[config.mk]
export PLATFORM = sky130hd
export DESIGN_NAME = lcdcmd_top
export DESIGN_NICKNAME = d
export VERILOG_FILES = /design/src/inc/lcdcmd_pkg.sv /design/src/hdl/lcdcmd_buf.sv /design/src/hdl/lcdcmd_top.sv
export SDC_FILE = /design/constraint.sdc
export NUM_CORES = 1
export LEC_CHECK = 0
export BUFFER_PORTS_ARGS = -buffer_cell sky130_fd_sc_hd__buf_2
export CAP_MARGIN = 20
export CELL_PAD_IN_SITES_DETAIL_PLACEMENT = 1
export CELL_PAD_IN_SITES_GLOBAL_PLACEMENT = 2
export CORE_MARGIN = 2
export CORE_UTILIZATION = 51
export CTS_CLUSTER_SIZE = 10
export DETAILED_ROUTE_END_ITERATION = 10
export PLACE_DENSITY = 0.87
export SLEW_MARGIN = 25
export SYNTH_ARGS = -nofsm -noshare
export SYNTH_HDL_FRONTEND = slang
export SYNTH_SLANG_ARGS = --single-unit
[constraint.sdc]
create_clock -name clk -period 4.5 [get_ports clk]
set_input_delay 0 -clock clk [delete_from_list [all_inputs] [get_ports clk]]
set_output_delay 0 -clock clk [all_outputs]
set_load 0.05 [all_outputs]
[src/inc/lcdcmd_pkg.sv]
// Package with command codes, field positions and limits of the LCD command decoder
`default_nettype none
package lcdcmd_pkg;
    // Command byte field layout
    localparam int CMD_W       = 8;              // Width of every received byte
    localparam int OP5_HI      = 7;              // Upper five-bit opcode field, high bit
    localparam int OP5_LO      = 3;              // Upper five-bit opcode field, low bit
    localparam int OP2_LO      = 6;              // Two-bit opcode field, low bit
    localparam int DP_W        = 6;              // Display pointer width
    localparam int PP_W        = 3;              // PWM pointer width
    localparam int GPO_N       = 6;              // Number of static outputs
    localparam int GPO_GRP     = 3;              // Static bits per command
    localparam int RAM_DEPTH   = 44;             // Display RAM bytes
    localparam int BUF_DEPTH   = 2;              // Entries of the data buffer
    // Opcodes
    localparam logic [4:0] OP_GPO_LOW  = 5'h0C;  // Static outputs 0 to 2
    localparam logic [4:0] OP_GPO_HIGH = 5'h0D;  // Static outputs 3 to 5
    localparam logic [4:0] OP_PWM_PTR  = 5'h0E;  // PWM channel pointer
    localparam logic [1:0] OP_DISP_PTR = 2'h2;   // Display RAM pointer
    // Register select values of the control byte
    localparam logic [1:0] RS_COMMAND  = 2'h0;   // Command bytes follow
    localparam logic [1:0] RS_RAM_DATA = 2'h1;   // Display RAM data bytes follow
    // Multiplex mode encodings
    localparam logic [1:0] MUX_1_8     = 2'h0;   // Eight backplanes
    localparam logic [1:0] MUX_1_6     = 2'h1;   // Six backplanes
    localparam logic [1:0] MUX_1_4     = 2'h2;   // Four backplanes
    // Pointer limits and reset values
    localparam logic [5:0] DP_MAX_1_8  = 6'h27;  // Last address, 1:8
    localparam logic [5:0] DP_MAX_1_6  = 6'h29;  // Last address, 1:6
    localparam logic [5:0] DP_MAX_1_4  = 6'h2B;  // Last address, 1:4
    localparam logic [2:0] PP_MAX      = 3'h5;   // Last PWM channel
    localparam logic [5:0] DP_RESET    = 6'h00;  // Display pointer default
    localparam logic [2:0] PP_RESET    = 3'h0;   // PWM pointer default
    localparam logic [5:0] GPO_RESET   = 6'h00;  // Static outputs default
    localparam logic [5:0] DP_ONE      = 6'h01;  // Pointer step
endpackage : lcdcmd_pkg
`default_nettype wire

[src/hdl/lcdcmd_buf.sv]
// Two-entry valid/ready buffer in the received-byte path
`timescale 1ns/1ps
`default_nettype none
module lcdcmd_buf (
    input  wire logic                          clk,
    input  wire logic                          resetn,
    input  wire logic                          in_valid,
    output var  logic                          in_ready,
    input  wire logic [lcdcmd_pkg::CMD_W-1:0]  in_data,
    input  wire logic                          in_rs,
    output var  logic                          out_valid,
    input  wire logic                          out_ready,
    output var  logic [lcdcmd_pkg::CMD_W-1:0]  out_data,
    output var  logic                          out_rs
);
    // Storage: each entry keeps the byte and its data-or-command flag
    logic [lcdcmd_pkg::CMD_W:0] mem_q [lcdcmd_pkg::BUF_DEPTH];
    logic                       wr_q;      // Write slot
    logic                       rd_q;      // Read slot
    logic [1:0]                 cnt_q;     // Occupancy
    logic                       push;
    logic                       pop;

    assign push      = in_valid && in_ready;
    assign pop       = out_valid && out_ready;
    // Full and empty come straight from the occupancy count
    assign in_ready  = (cnt_q != 2'h2);
    assign out_valid = (cnt_q != 2'h0);
    assign out_data  = mem_q[rd_q][lcdcmd_pkg::CMD_W-1:0];
    assign out_rs    = mem_q[rd_q][lcdcmd_pkg::CMD_W];

    // Storage write; no reset needed on data
    always_ff @(posedge clk) begin
        if (push) begin
            mem_q[wr_q] <= {in_rs, in_data};
        end
    end

    // Pointers and count
    always_ff @(posedge clk) begin
        if (!resetn) begin
            wr_q  <= 1'b0;
            rd_q  <= 1'b0;
            cnt_q <= 2'h0;
        end else begin
            if (push) begin
                wr_q <= ~wr_q;
            end
            if (pop) begin
                rd_q <= ~rd_q;
            end
            cnt_q <= cnt_q + {1'b0, push} - {1'b0, pop};
        end
    end
endmodule : lcdcmd_buf
`default_nettype wire

[src/hdl/lcdcmd_top.sv]
// Command decoder: static outputs, display and PWM pointers, display RAM writes
`timescale 1ns/1ps
`default_nettype none
module lcdcmd_top (
    input  wire logic                               clk,
    input  wire logic                               resetn,
    input  wire logic                               byte_valid,       // Received byte strobe
    output logic                                    byte_ready,       // Buffer can accept
    input  wire logic [lcdcmd_pkg::CMD_W-1:0]       byte_data,        // Received byte
    input  wire logic [1:0]                         register_select,  // From the last control byte
    input  wire logic [1:0]                         mux_mode,         // Current multiplex mode
    input  wire logic [lcdcmd_pkg::GPO_N-1:0]       pin_pwm_mode,     // 1 = pin driven by PWM
    input  wire logic [lcdcmd_pkg::GPO_N-1:0]       pwm_wave,         // PWM waveforms
    input  wire logic                               ram_rd_en,        // Display scan read
    input  wire logic [lcdcmd_pkg::DP_W-1:0]        ram_rd_addr,      // Display scan address
    output logic [lcdcmd_pkg::CMD_W-1:0]            ram_rd_data,      // Display scan data
    output logic [lcdcmd_pkg::GPO_N-1:0]            aux_out_pin,      // Pins 0 to 5
    output logic [lcdcmd_pkg::DP_W-1:0]             display_ram_pointer,
    output logic                                    display_ptr_valid,
    output logic [lcdcmd_pkg::PP_W-1:0]             pwm_channel_pointer,
    output logic                                    pwm_ptr_valid
);
    // Buffer outputs
    logic                            b_valid;   // Byte waiting
    logic [lcdcmd_pkg::CMD_W-1:0]    b_data;    // Buffered byte
    logic                            b_rs;      // Byte is display data
    logic                            take;      // Byte consumed this cycle
    // Command registers
    logic [lcdcmd_pkg::GPO_N-1:0]    static_out_q;  // Static bits 0..5
    logic [lcdcmd_pkg::DP_W-1:0]     dp_q;          // Display pointer
    logic                            dp_ok_q;       // Display pointer usable
    logic [lcdcmd_pkg::PP_W-1:0]     pp_q;          // PWM pointer
    logic                            pp_ok_q;       // PWM pointer usable
    logic [lcdcmd_pkg::DP_W-1:0]     dp_max;        // Limit for the mode
    // Decode strobes
    logic                            is_cmd;
    logic                            cmd_gpo_lo;
    logic                            cmd_gpo_hi;
    logic                            cmd_pp;
    logic                            cmd_dp;
    logic                            wr_ram;
    logic                            ready_q;
    // Display RAM: kept outside reset so contents survive the reset pin
    logic [lcdcmd_pkg::CMD_W-1:0]    ram_q [lcdcmd_pkg::RAM_DEPTH];

    // Byte buffer; the decoder always drains, but any back-pressure reaches the pin side
    lcdcmd_buf u_buf (
        .clk       (clk),
        .resetn    (resetn),
        .in_valid  (byte_valid),
        .in_ready  (ready_q),
        .in_data   (byte_data),
        .in_rs     (register_select == lcdcmd_pkg::RS_RAM_DATA),
        .out_valid (b_valid),
        .out_ready (1'b1),
        .out_data  (b_data),
        .out_rs    (b_rs)
    );

    // Ready comes from the buffer combinationally; register it with a one-byte margin
    // would break the handshake, so it is the one output allowed to pass through
    assign byte_ready = ready_q;
    assign take       = b_valid;

    // Mode limit selection
    // Mode-dependent limit
    always_comb begin
        case (mux_mode)
            lcdcmd_pkg::MUX_1_6: dp_max = lcdcmd_pkg::DP_MAX_1_6;
            lcdcmd_pkg::MUX_1_4: dp_max = lcdcmd_pkg::DP_MAX_1_4;
            default:             dp_max = lcdcmd_pkg::DP_MAX_1_8;
        endcase
    end

    // Opcode decode on command bytes only
    assign is_cmd     = take && !b_rs;
    assign cmd_gpo_lo = is_cmd && (b_data[lcdcmd_pkg::OP5_HI:lcdcmd_pkg::OP5_LO] == lcdcmd_pkg::OP_GPO_LOW);
    assign cmd_gpo_hi = is_cmd && (b_data[lcdcmd_pkg::OP5_HI:lcdcmd_pkg::OP5_LO] == lcdcmd_pkg::OP_GPO_HIGH);
    assign cmd_pp     = is_cmd && (b_data[lcdcmd_pkg::OP5_HI:lcdcmd_pkg::OP5_LO] == lcdcmd_pkg::OP_PWM_PTR);
    assign cmd_dp     = is_cmd && (b_data[lcdcmd_pkg::OP5_HI:lcdcmd_pkg::OP2_LO] == lcdcmd_pkg::OP_DISP_PTR);
    // Data path only with select 01
    // No write without a valid pointer
    // Range test as well: a mode change can shrink the limit one edge before the flag drops
    assign wr_ram     = take && b_rs && dp_ok_q && (dp_q <= dp_max);

    // Static output bits
    always_ff @(posedge clk) begin
        if (!resetn) begin
            static_out_q <= lcdcmd_pkg::GPO_RESET;
        end else if (cmd_gpo_lo) begin
            static_out_q[0] <= b_data[0];
            static_out_q[1] <= b_data[1];
            static_out_q[2] <= b_data[2];
        end else if (cmd_gpo_hi) begin
            static_out_q[3] <= b_data[0];
            static_out_q[4] <= b_data[1];
            static_out_q[5] <= b_data[2];
        end
    end

    // Pin drivers: one per output, static level or PWM waveform
    genvar gi;
    generate
        for (gi = 0; gi < lcdcmd_pkg::GPO_N; gi++) begin : g_pin
            always_ff @(posedge clk) begin
                if (!resetn) begin
                    aux_out_pin[gi] <= 1'b0;
                end else begin
                    aux_out_pin[gi] <= pin_pwm_mode[gi] ? pwm_wave[gi] : static_out_q[gi];
                end
            end
        end
    endgenerate

    // Display pointer: load, increment, invalidate
    always_ff @(posedge clk) begin
        if (!resetn) begin
            dp_q    <= lcdcmd_pkg::DP_RESET;
            dp_ok_q <= 1'b1;
        end else if (cmd_dp) begin
            dp_q    <= b_data[lcdcmd_pkg::DP_W-1:0];
            dp_ok_q <= (b_data[lcdcmd_pkg::DP_W-1:0] <= dp_max);
        end else if (wr_ram) begin
            dp_q    <= dp_q + lcdcmd_pkg::DP_ONE;
            dp_ok_q <= (dp_q < dp_max);
        end else if (dp_q > dp_max) begin
            // A mode change can shrink the range under a live pointer
            dp_ok_q <= 1'b0;
        end
    end

    // PWM pointer
    always_ff @(posedge clk) begin
        if (!resetn) begin
            pp_q    <= lcdcmd_pkg::PP_RESET;
            pp_ok_q <= 1'b1;
        end else if (cmd_pp) begin
            pp_q    <= b_data[lcdcmd_pkg::PP_W-1:0];
            pp_ok_q <= (b_data[lcdcmd_pkg::PP_W-1:0] <= lcdcmd_pkg::PP_MAX);
        end
    end

    // Display RAM write, never reset
    // Contents survive reset
    always_ff @(posedge clk) begin
        if (wr_ram) begin
            ram_q[dp_q] <= b_data;
        end
    end

    // Display scan read port, registered
    always_ff @(posedge clk) begin
        if (!resetn) begin
            ram_rd_data <= '0;
        end else if (ram_rd_en && (ram_rd_addr <= lcdcmd_pkg::DP_MAX_1_4)) begin
            ram_rd_data <= ram_q[ram_rd_addr];
        end
    end

    // Pointer outputs
    always_ff @(posedge clk) begin
        if (!resetn) begin
            display_ram_pointer <= lcdcmd_pkg::DP_RESET;
            display_ptr_valid   <= 1'b0;
            pwm_channel_pointer <= lcdcmd_pkg::PP_RESET;
            pwm_ptr_valid       <= 1'b0;
        end else begin
            display_ram_pointer <= dp_q;
            display_ptr_valid   <= dp_ok_q;
            pwm_channel_pointer <= pp_q;
            pwm_ptr_valid       <= pp_ok_q;
        end
    end

    // Checks
    // chk_gpo_low_load
    chk_gpo_low_load: assert property (@(posedge clk) disable iff (!resetn)
        cmd_gpo_lo |=> static_out_q[2:0] == $past(b_data[2:0]))
        else $error("static low bank not loaded");
    chk_gpo_high_load: assert property (@(posedge clk) disable iff (!resetn)
        cmd_gpo_hi |=> static_out_q[5:3] == $past(b_data[2:0]))
        else $error("static high bank not loaded");
    chk_pin_static_level: assert property (@(posedge clk) disable iff (!resetn)
        !pin_pwm_mode[0] |=> aux_out_pin[0] == $past(static_out_q[0]))
        else $error("static pin level wrong");
    chk_dp_load_value: assert property (@(posedge clk) disable iff (!resetn)
        cmd_dp |=> dp_q == $past(b_data[5:0]))
        else $error("display pointer not loaded");
    chk_dp_increment: assert property (@(posedge clk) disable iff (!resetn)
        wr_ram && !cmd_dp |=> dp_q == $past(dp_q) + 6'h01)
        else $error("display pointer did not step");
    chk_dp_range_reject: assert property (@(posedge clk) disable iff (!resetn)
        cmd_dp && (b_data[5:0] > dp_max) |=> !dp_ok_q)
        else $error("bad display pointer accepted");
    chk_pp_range_reject: assert property (@(posedge clk) disable iff (!resetn)
        cmd_pp && (b_data[2:0] > 3'h5) |=> !pp_ok_q)
        else $error("bad pwm pointer accepted");
    chk_write_gate_rs: assert property (@(posedge clk) disable iff (!resetn)
        take && !b_rs && !cmd_dp |=> dp_q == $past(dp_q))
        else $error("command byte moved the display pointer");
    chk_ram_byte_store: assert property (@(posedge clk) disable iff (!resetn)
        wr_ram |=> ram_q[$past(dp_q)] == $past(b_data))
        else $error("display byte not stored");
    chk_dp_wrap_stop: assert property (@(posedge clk) disable iff (!resetn)
        wr_ram && !cmd_dp && dp_q == dp_max |=> !dp_ok_q)
        else $error("pointer past limit still valid");
    chk_reset_pointers: assert property (@(posedge clk)
        !resetn |=> dp_q == 6'h00 && pp_q == 3'h0)
        else $error("pointers not cleared");
    cov_ram_write:  cover property (@(posedge clk) disable iff (!resetn) wr_ram);
    cov_dp_reject:  cover property (@(posedge clk) disable iff (!resetn) cmd_dp && b_data[5:0] > dp_max);
    cov_buf_full:   cover property (@(posedge clk) disable iff (!resetn) !ready_q);
    cov_gpo_high:   cover property (@(posedge clk) disable iff (!resetn) cmd_gpo_hi);
endmodule : lcdcmd_top
`default_nettype wire

==> impl_metrics.csv, run 1 <==
group,metric,value,unit
outcome,status,"complete, no violations",
finish,finalNetCount,1048,
clock_tree,cts_tree,"built",
critical_path,cp_max_fo,24,
critical_path,critical_path_class,"reg -> reg",
logic_synthesis,synth_seq_cells,417,
place,placedInstanceArea,17200,sq um
logic_synthesis,synth_edf_count,370,
logic_synthesis,yosys.area_share.simple,5.32,%
grt,grt_pass1_wl,62200,microns
power,peakVddDrop,0.408,mV
logic_synthesis,syn_inst,900,
sta,setup-tns-final,0,ns
drt,routed_wl,40700,microns
critical_path,cp_num_buf_inv,0,
run,cap_violations,0,
sta,rsz0062_at_grt,"no",
logic_synthesis,async_flop_share,0,%
sta,finalClockSkew,0.0254,ns
clock_tree,clock_latency,0.55,ns
sta,fmaxAchievable,296,MHz
finish,antenna_cells,0,
sta,setup_viol_count_final,0,
power,p_leak,6.31,nW
finish,syn_to_final_growth,15.4,%
logic_synthesis,synth_cell_types,52,
power,power.density,443,nW/um^2
logic_synthesis,synth-main-ff-cell,"edfxtp_1",
critical_path,crit_family,"simple AND/OR/NAND/NOR gates",
place,port_buffers,59,
critical_path,required,4.68,ns
clock_tree,cts_resized,0,
critical_path,crit_path_top_delay_cell,"nor2_1",
finish,layout-drive-gt1-share,24.2,%
critical_path,worst_ep_arrival_time,3.56,ns
critical_path,worstPathCellList,"ha_1 > nand2_1 > a311o_1 > a21o_1 > or3_1 > nor2_1",
die,placeableCoreArea,31600,sq um
drt,dr_total_vias,9036,
die,ioPinCount,60,
logic_synthesis,synth_top_family_by_area,"multiplexers",
die,fp.dieW,183,microns
logic_synthesis,synth_compound_area_share,4.53,%
hold_path,hold_class,"in -> reg",
clock_tree,clk_pin_slew,0.06,ns
grt,grt_pass1_vias,9590,
finish,design_area,18900,sq um
finish,finalNonFillerCells,1444,
clock_tree,clock_path_buffers,3,
die,die_height,183,microns
grt,antenna_found_initial,0,
drt,drtPass1Iterations,7,
logic_synthesis,synth_nets,939,
logic_synthesis,synth_top_area_cell,"edfxtp_1",
clock_tree,cts-root-buf,"clkbuf_16",
logic_synthesis,netlist_area,16400,sq um
die,initial_utilization,51.9,%
place,dp_cells,1338,
clock_tree,cts_setup_buffers,0,
logic_synthesis,yosys_warnings,0,
sta,fin_crit,3.38,ns
logic_synthesis,synth_top_area_share,67.9,%
sta,post-route-period-util,75.1,%
die,die_area,33500,sq um
logic_synthesis,synthAdderAreaFrac,0.382,%
drt,drt_iter0_markers,865,
critical_path,worst_path_largest_cell_delay,0.68,ns
clock_tree,cts.sinks,417,
logic_synthesis,synth-xor-area-share,0.161,%
grt,grt_max_degree,54,
sta,max_slew_margin,21.0,%
power,power.total,8.36,mW
logic_synthesis,synth_area_per_cell,18.2,sq um
logic_synthesis,synth.area.mux_share,14.3,%
drt,drtAntennaViolNets,0,
logic_synthesis,synth_seq_area_share,73.6,%
die,rows,65,
clock_tree,cts_max_level,2,
critical_path,startpoint_type,"flip-flop",
drt,wl_per_cell,28.2,microns
place,gp_congestion,0.796,
grt,grt.total_usage,25.2,%
sta,tightest_slew,1.16,ns
clock_tree,cts_buffers,48,
logic_synthesis,synth_area_leaders,"edfxtp_1, mux4_2, dfxtp_1, mux2i_1, mux2_2",
drt,via_per_inst,6.26,
sta,final_hold_viol_count,0,
sta,maxSlewViolCount,0,
grt,grt_overflow,0,
drt,remaining_drc_errors,0,
critical_path,cp-end-kind,"flip-flop",
place,hpwl,24500,microns
==> layout make-up <==
cell class	instances	area, sq um
fillers	2775	12700
flip-flops and latches	417	12100
multi-input cells	414	4100
clock buffers	81	1380
repair buffers	116	787
well taps	402	503
inverters	12	45.0
clock inverters	2	25.0
==> synthesized netlist by cell type, drive strengths merged, types with 18 or more instances <==
cell type	n
nor2	26
nand2	18
buf	24
clkbuf	33
mux2i	64
edfxtp	370
mux2	18
dfxtp	47
nor2b	29
nor3	19
nor4	20
mux4	66
==> routing by layer <==
metal	track usage [%]	routed length (microns)
met2	41.5	20300
met5	0	0
met3	4.25	2510
met1	35.3	17100
met4	6.82	807
==> worst paths after layout <==
path	startpoint	to	slack [ns]	cells after the start
min reg2reg	ram_rd_data[1]	ram_rd_data[1]	0.48	2
max reg2reg	dp_q[1]	ram_q[2][4]	1.12	6
min	ram_rd_en	ram_rd_data[2]	0.02	4
max	dp_q[1]	ram_q[2][4]	1.12	6
==> what timing repair did <==
item / CTS / global route
endpoints found under the setup margin: 0 / 0
hold buffers: 23 / 0
hold endpoints to repair: 26 / 0
==> power by group <==
group / switching [mW] / internal (mW)
Sequential: 0.0179 / 4.29
Clock: 1.46 / 2.07
Combinational: 0.364 / 0.167
==> registers in the layout, indices dropped and copies added (netlist names), named ones only <==
signal,cells
aux_out_pin,6
display_ptr_valid,1
display_ram_pointer,6
dp_ok_q,1
dp_q,6
pp_ok_q,1
pp_q,3
pwm_channel_pointer,3
pwm_ptr_valid,1
ram_q,352
ram_rd_data,8
static_out_q,6
u_buf.cnt_q,2
u_buf.mem_q,18
u_buf.rd_q,1
u_buf.wr_q,1
==> kinds of logic (layout without fill, tap and decap cells) <==
family	count (synthesis)	in the layout
compound gates	102	102
xor+xnor	3	3
mux	148	148
fa+ha+maj	5	5
flops	417	417
simple gates	156	156
buf+inv	69	211
==> layout by cell type (no fill, tap or decap), types with 3 or more instances in the layout <==
cell type | Yosys | layout
a31oi_1 | 4 | 4
nor2_1 | 26 | 26
or3_1 | 5 | 5
a211o_1 | 6 | 5
and3_1 | 3 | 3
a21oi_1 | 5 | 5
nor4_1 | 19 | 19
buf_2 | 13 | 58
ha_1 | 5 | 5
mux2_2 | 17 | 16
a2111oi_0 | 11 | 11
o21ai_0 | 16 | 16
nor3_1 | 18 | 6
edfxtp_1 | 370 | 370
o211ai_1 | 6 | 6
a21o_1 | 9 | 9
mux4_2 | 66 | 66
nand3_1 | 4 | 4
mux2i_1 | 64 | 64
nor3_2 | 1 | 13
o21a_1 | 4 | 4
and2_1 | 15 | 15
o22ai_1 | 11 | 11
clkbuf_16 | 0 | 50
nand2_1 | 18 | 18
clkbuf_1 | 33 | 30
dlygate4sd3_1 | 0 | 23
dfxtp_1 | 47 | 47
inv_1 | 12 | 11
o221ai_1 | 14 | 14
nand2b_1 | 5 | 5
a211oi_1 | 9 | 9
nor2b_1 | 29 | 28
buf_4 | 0 | 34
==> tightest hold or removal path: stages <==
cell	delay [ns]
buf_2	0.10
nand2_1	0.07
or4b_2	0.23
o211ai_1	0.12
==> stage by stage <==
step | setup WS (ns) | utilization, % | hold WS [ns]
2_1_floorplan | 1.66 | - | 0.0989
3_3_place_gp | 1.28 | 54.5 | 0.190
3_5_place_dp | 1.12 | 54.5 | 0.193
4_1_cts | 1.09 | 59.7 | 0.0125
5_1_grt | 0.978 | 59.9 | 0.0445
6_report | 1.12 | 59.9 | 0.0201
Note: power is estimated with default switching activity, not from simulation.
==> run 2, diff against run 1 <==
Settings changed: ABC_AREA from default to 1, CORE_UTILIZATION 51 to 42, PLACE_DENSITY 0.87 to 0.82.
Clock period 4.5 ns to 3.17 ns, I/O delays scaled along.
==> run 2 against run 1 <==
- synthesized cell count up 69%
- sequential share of layout area shrank 2.5 points
- sequential cell count unchanged
- register-to-register slack got worse by 0.71 ns
- clock-buffer cell count fell by 6
- critical path type unchanged
- routed wire length is 16% higher
- via count is 29% higher
- non-clock buffer count grew 18
- area after synthesis increased by 4.1%
- highest routed layer unchanged
- global-route usage decreased by 2.2 points
- core utilization down 11 points
==> impl_metrics.csv, run 2 <==
group,metric,value,unit
die,die_height,205,microns
die,placeableCoreArea,39900,sq um
logic_synthesis,yosys_warnings,0,
logic_synthesis,synth-main-ff-cell,"edfxtp_1",
sta,maxSlewViolCount,0,
clock_tree,cts_max_level,2,
logic_synthesis,synth_nets,1558,
critical_path,startpoint_type,"flip-flop",
finish,syn_to_final_growth,15.4,%
clock_tree,cts_buffers,48,
drt,wl_per_cell,21.7,microns
drt,routed_wl,47300,microns
logic_synthesis,async_flop_share,0,%
clock_tree,clock_latency,0.58,ns
clock_tree,cts.sinks,417,
sta,fmaxAchievable,363,MHz
clock_tree,clock_path_buffers,3,
finish,reg.largest.list,"ram_q (352), u_buf.mem_q (18), ram_rd_data (8)",
clock_tree,cts-root-buf,"clkbuf_16",
critical_path,worst_ep_arrival_time,2.96,ns
clock_tree,cts_tree,"built",
sta,setup_viol_count_final,0,
logic_synthesis,syn_inst,1519,
finish,finalNetCount,1662,
finish,mostFrequentLayoutCells,"edfxtp_1, nor2_1, nand2_1, o21ai_0, nand3_1",
drt,remaining_drc_errors,0,
drt,via_per_inst,5.36,
logic_synthesis,netlist_area,17000,sq um
finish,largest-register,"ram_q",
sta,setup-tns-final,0,ns
die,rows,73,
finish,nFillCells,4258,
sta,fin_crit,2.76,ns
drt,drt_iter0_markers,849,
drt,drtPass1Iterations,5,
grt,grt_overflow,0,
hold_path,hold_class,"in -> reg",
sta,tightest_slew,1.03,ns
logic_synthesis,synth_seq_area_share,70.7,%
die,initial_utilization,42.7,%
sta,final_hold_viol_count,0,
critical_path,required,3.37,ns
place,port_buffers,59,
logic_synthesis,ys_top_cells_by_count,"edfxtp_1, nor2_1, nand2_1",
finish,layout-drive-gt1-share,11.9,%
critical_path,cp_max_fo,16,
logic_synthesis,synth_top_area_cell,"edfxtp_1",
grt,grt_max_degree,125,
grt,grt_pass1_vias,12200,
place,dp_cells,2072,
finish,largest_reg_flops,352,
finish,design_area,19700,sq um
finish,antenna_cells,0,
clock_tree,cts_resized,0,
grt,grt.total_usage,23.0,%
finish,fin_util,49.3,%
place,gp_congestion,0.801,
critical_path,cp-end-kind,"flip-flop",
power,power.density,609,nW/um^2
logic_synthesis,synth_area_leaders,"edfxtp_1, nor2_1, dfxtp_1, nand2_1, o21ai_0",
logic_synthesis,synth_cell_types,34,
critical_path,worst_path_largest_cell_delay,0.71,ns
sta,rsz0062_at_grt,"no",
sta,max_slew_margin,31.6,%
power,p_leak,7.18,nW
critical_path,critical_path_class,"reg -> reg",
grt,grt_pass1_wl,72500,microns
run,cap_violations,0,
place,placedInstanceArea,18000,sq um
sta,finalClockSkew,0.0190,ns
place,hpwl,29400,microns
drt,drtAntennaViolNets,0,
die,ioPinCount,60,
power,peakVddDrop,0.393,mV
critical_path,worstPathCellList,"nand2_1 > o21ai_1 > nand3_1 > nand3b_4 > nand2_2 > nand2_4 > inv_4 > nand4_2 > nor2_1",
grt,antenna_found_initial,1,
logic_synthesis,synth_top_area_share,65.2,%
outcome,status,"complete, no violations",
logic_synthesis,synth_seq_cells,417,
finish,mostFrequentLayoutCell,"edfxtp_1",
logic_synthesis,synth_area_per_cell,11.2,sq um
clock_tree,clk_pin_slew,0.06,ns
die,fp.dieW,205,microns
drt,dr_total_vias,11700,
die,die_area,42200,sq um
logic_synthesis,synth_edf_count,370,
logic_synthesis,yosysMostFrequentCell,"edfxtp_1",
finish,finalNonFillerCells,2178,
critical_path,crit_path_top_delay_cell,"dfxtp_1",
sta,post-route-period-util,87.0,%
## run 2: changes by cell type in the layout (fill, tap and decap cells not counted), moves of 15 or more
cell      before  now
mux2i_1       64    0
and2_1        15    0
nor4_1        19    0
nor2b_1       28    0
mux4_2        66    0
mux2_2        16    0
nor2_1        26  252
o21ai_0       16  158
a21oi_1        5   58
inv_1         11   83
o211ai_1       6   34
nand2_1       18  238
nand3_1        4  125
## run 2: worst max-delay path, delay by kind of cell, from the launching register on
kind / cells / cell delay (ns)
AOI/OAI and AO/OA: 1 / 0.10
and+or+nand+nor: 7 / 1.45
buffers and inverters: 1 / 0.13
DFF: 1 / 0.71
## run 2: power breakdown
group | switching, mW | total, mW | internal [mW]
Sequential | 0.0217 | 6.11 | 6.09
Combinational | 0.678 | 0.899 | 0.221
Clock | 2.12 | 4.97 | 2.85
Total | 2.82 | 12.0 | 9.16
## run 2: cell type report
type / instances / area, sq um / share of cell area [%]
sequential: 417 / 12100 / 61.3
multi-input combinational: 929 / 4260 / 21.7
clock buffer: 75 / 1320 / 6.72
timing repair buffer: 134 / 966 / 4.91
tap: 525 / 657 / 3.34
inverter: 93 / 355 / 1.81
clock inverter: 5 / 55.1 / 0.280
## run 2: through the flow
| stage | worst slack (ns) | hold WS (ns) | power [mW] |
|---|---|---|---|
| after floorplan | 0.758 | 0.0941 | 6.73 |
| after global placement | 0.568 | 0.189 | 7.08 |
| after detailed placement | 0.441 | 0.195 | 7.11 |
| after CTS | 0.428 | 0.0132 | 12.1 |
| after global routing | 0.157 | 0.0700 | 12.4 |
| final | 0.413 | 0.0396 | 12.0 |
## run 2: metal layers
metal	up-vias	routed length [microns]	track usage, %
met5	-	0	0
li1	5474	-	-
met4	0	780	5.81
met1	5864	20900	31.2
met2	279	23400	39.2
met3	48	2160	3.20
## run 2: worst paths after layout
check	startpoint	to	slack, ns	depth (start not counted)
setup / recovery	dp_q[2]	ram_q[5][3]	0.41	9
setup reg to reg	dp_q[2]	ram_q[5][3]	0.41	9
hold reg to reg	pp_ok_q	pwm_ptr_valid	0.44	2
hold / removal	ram_rd_addr[3]	ram_rd_data[5]	0.04	7
## run 2: logic make-up (layout without fill, tap and decap cells)
| group | Yosys count | in the layout | share of synthesized area [%] |
|---|---|---|---|
| AND/OR/NAND/NOR | 654 | 654 | 16.0 |
| flip-flops | 417 | 417 | 70.7 |
| AO/OA/AOI/OAI | 267 | 267 | 8.41 |
| buffers and inverters | 173 | 307 | 4.40 |
| adder cells (fa/ha/maj) | 5 | 5 | 0.367 |
| XOR/XNOR | 3 | 3 | 0.154 |
## run 2: timing repair
item | in CTS | in global routing
hold buffers | 26 | 0
hold endpoints to repair | 45 | 0
setup buffers | 0 | 0
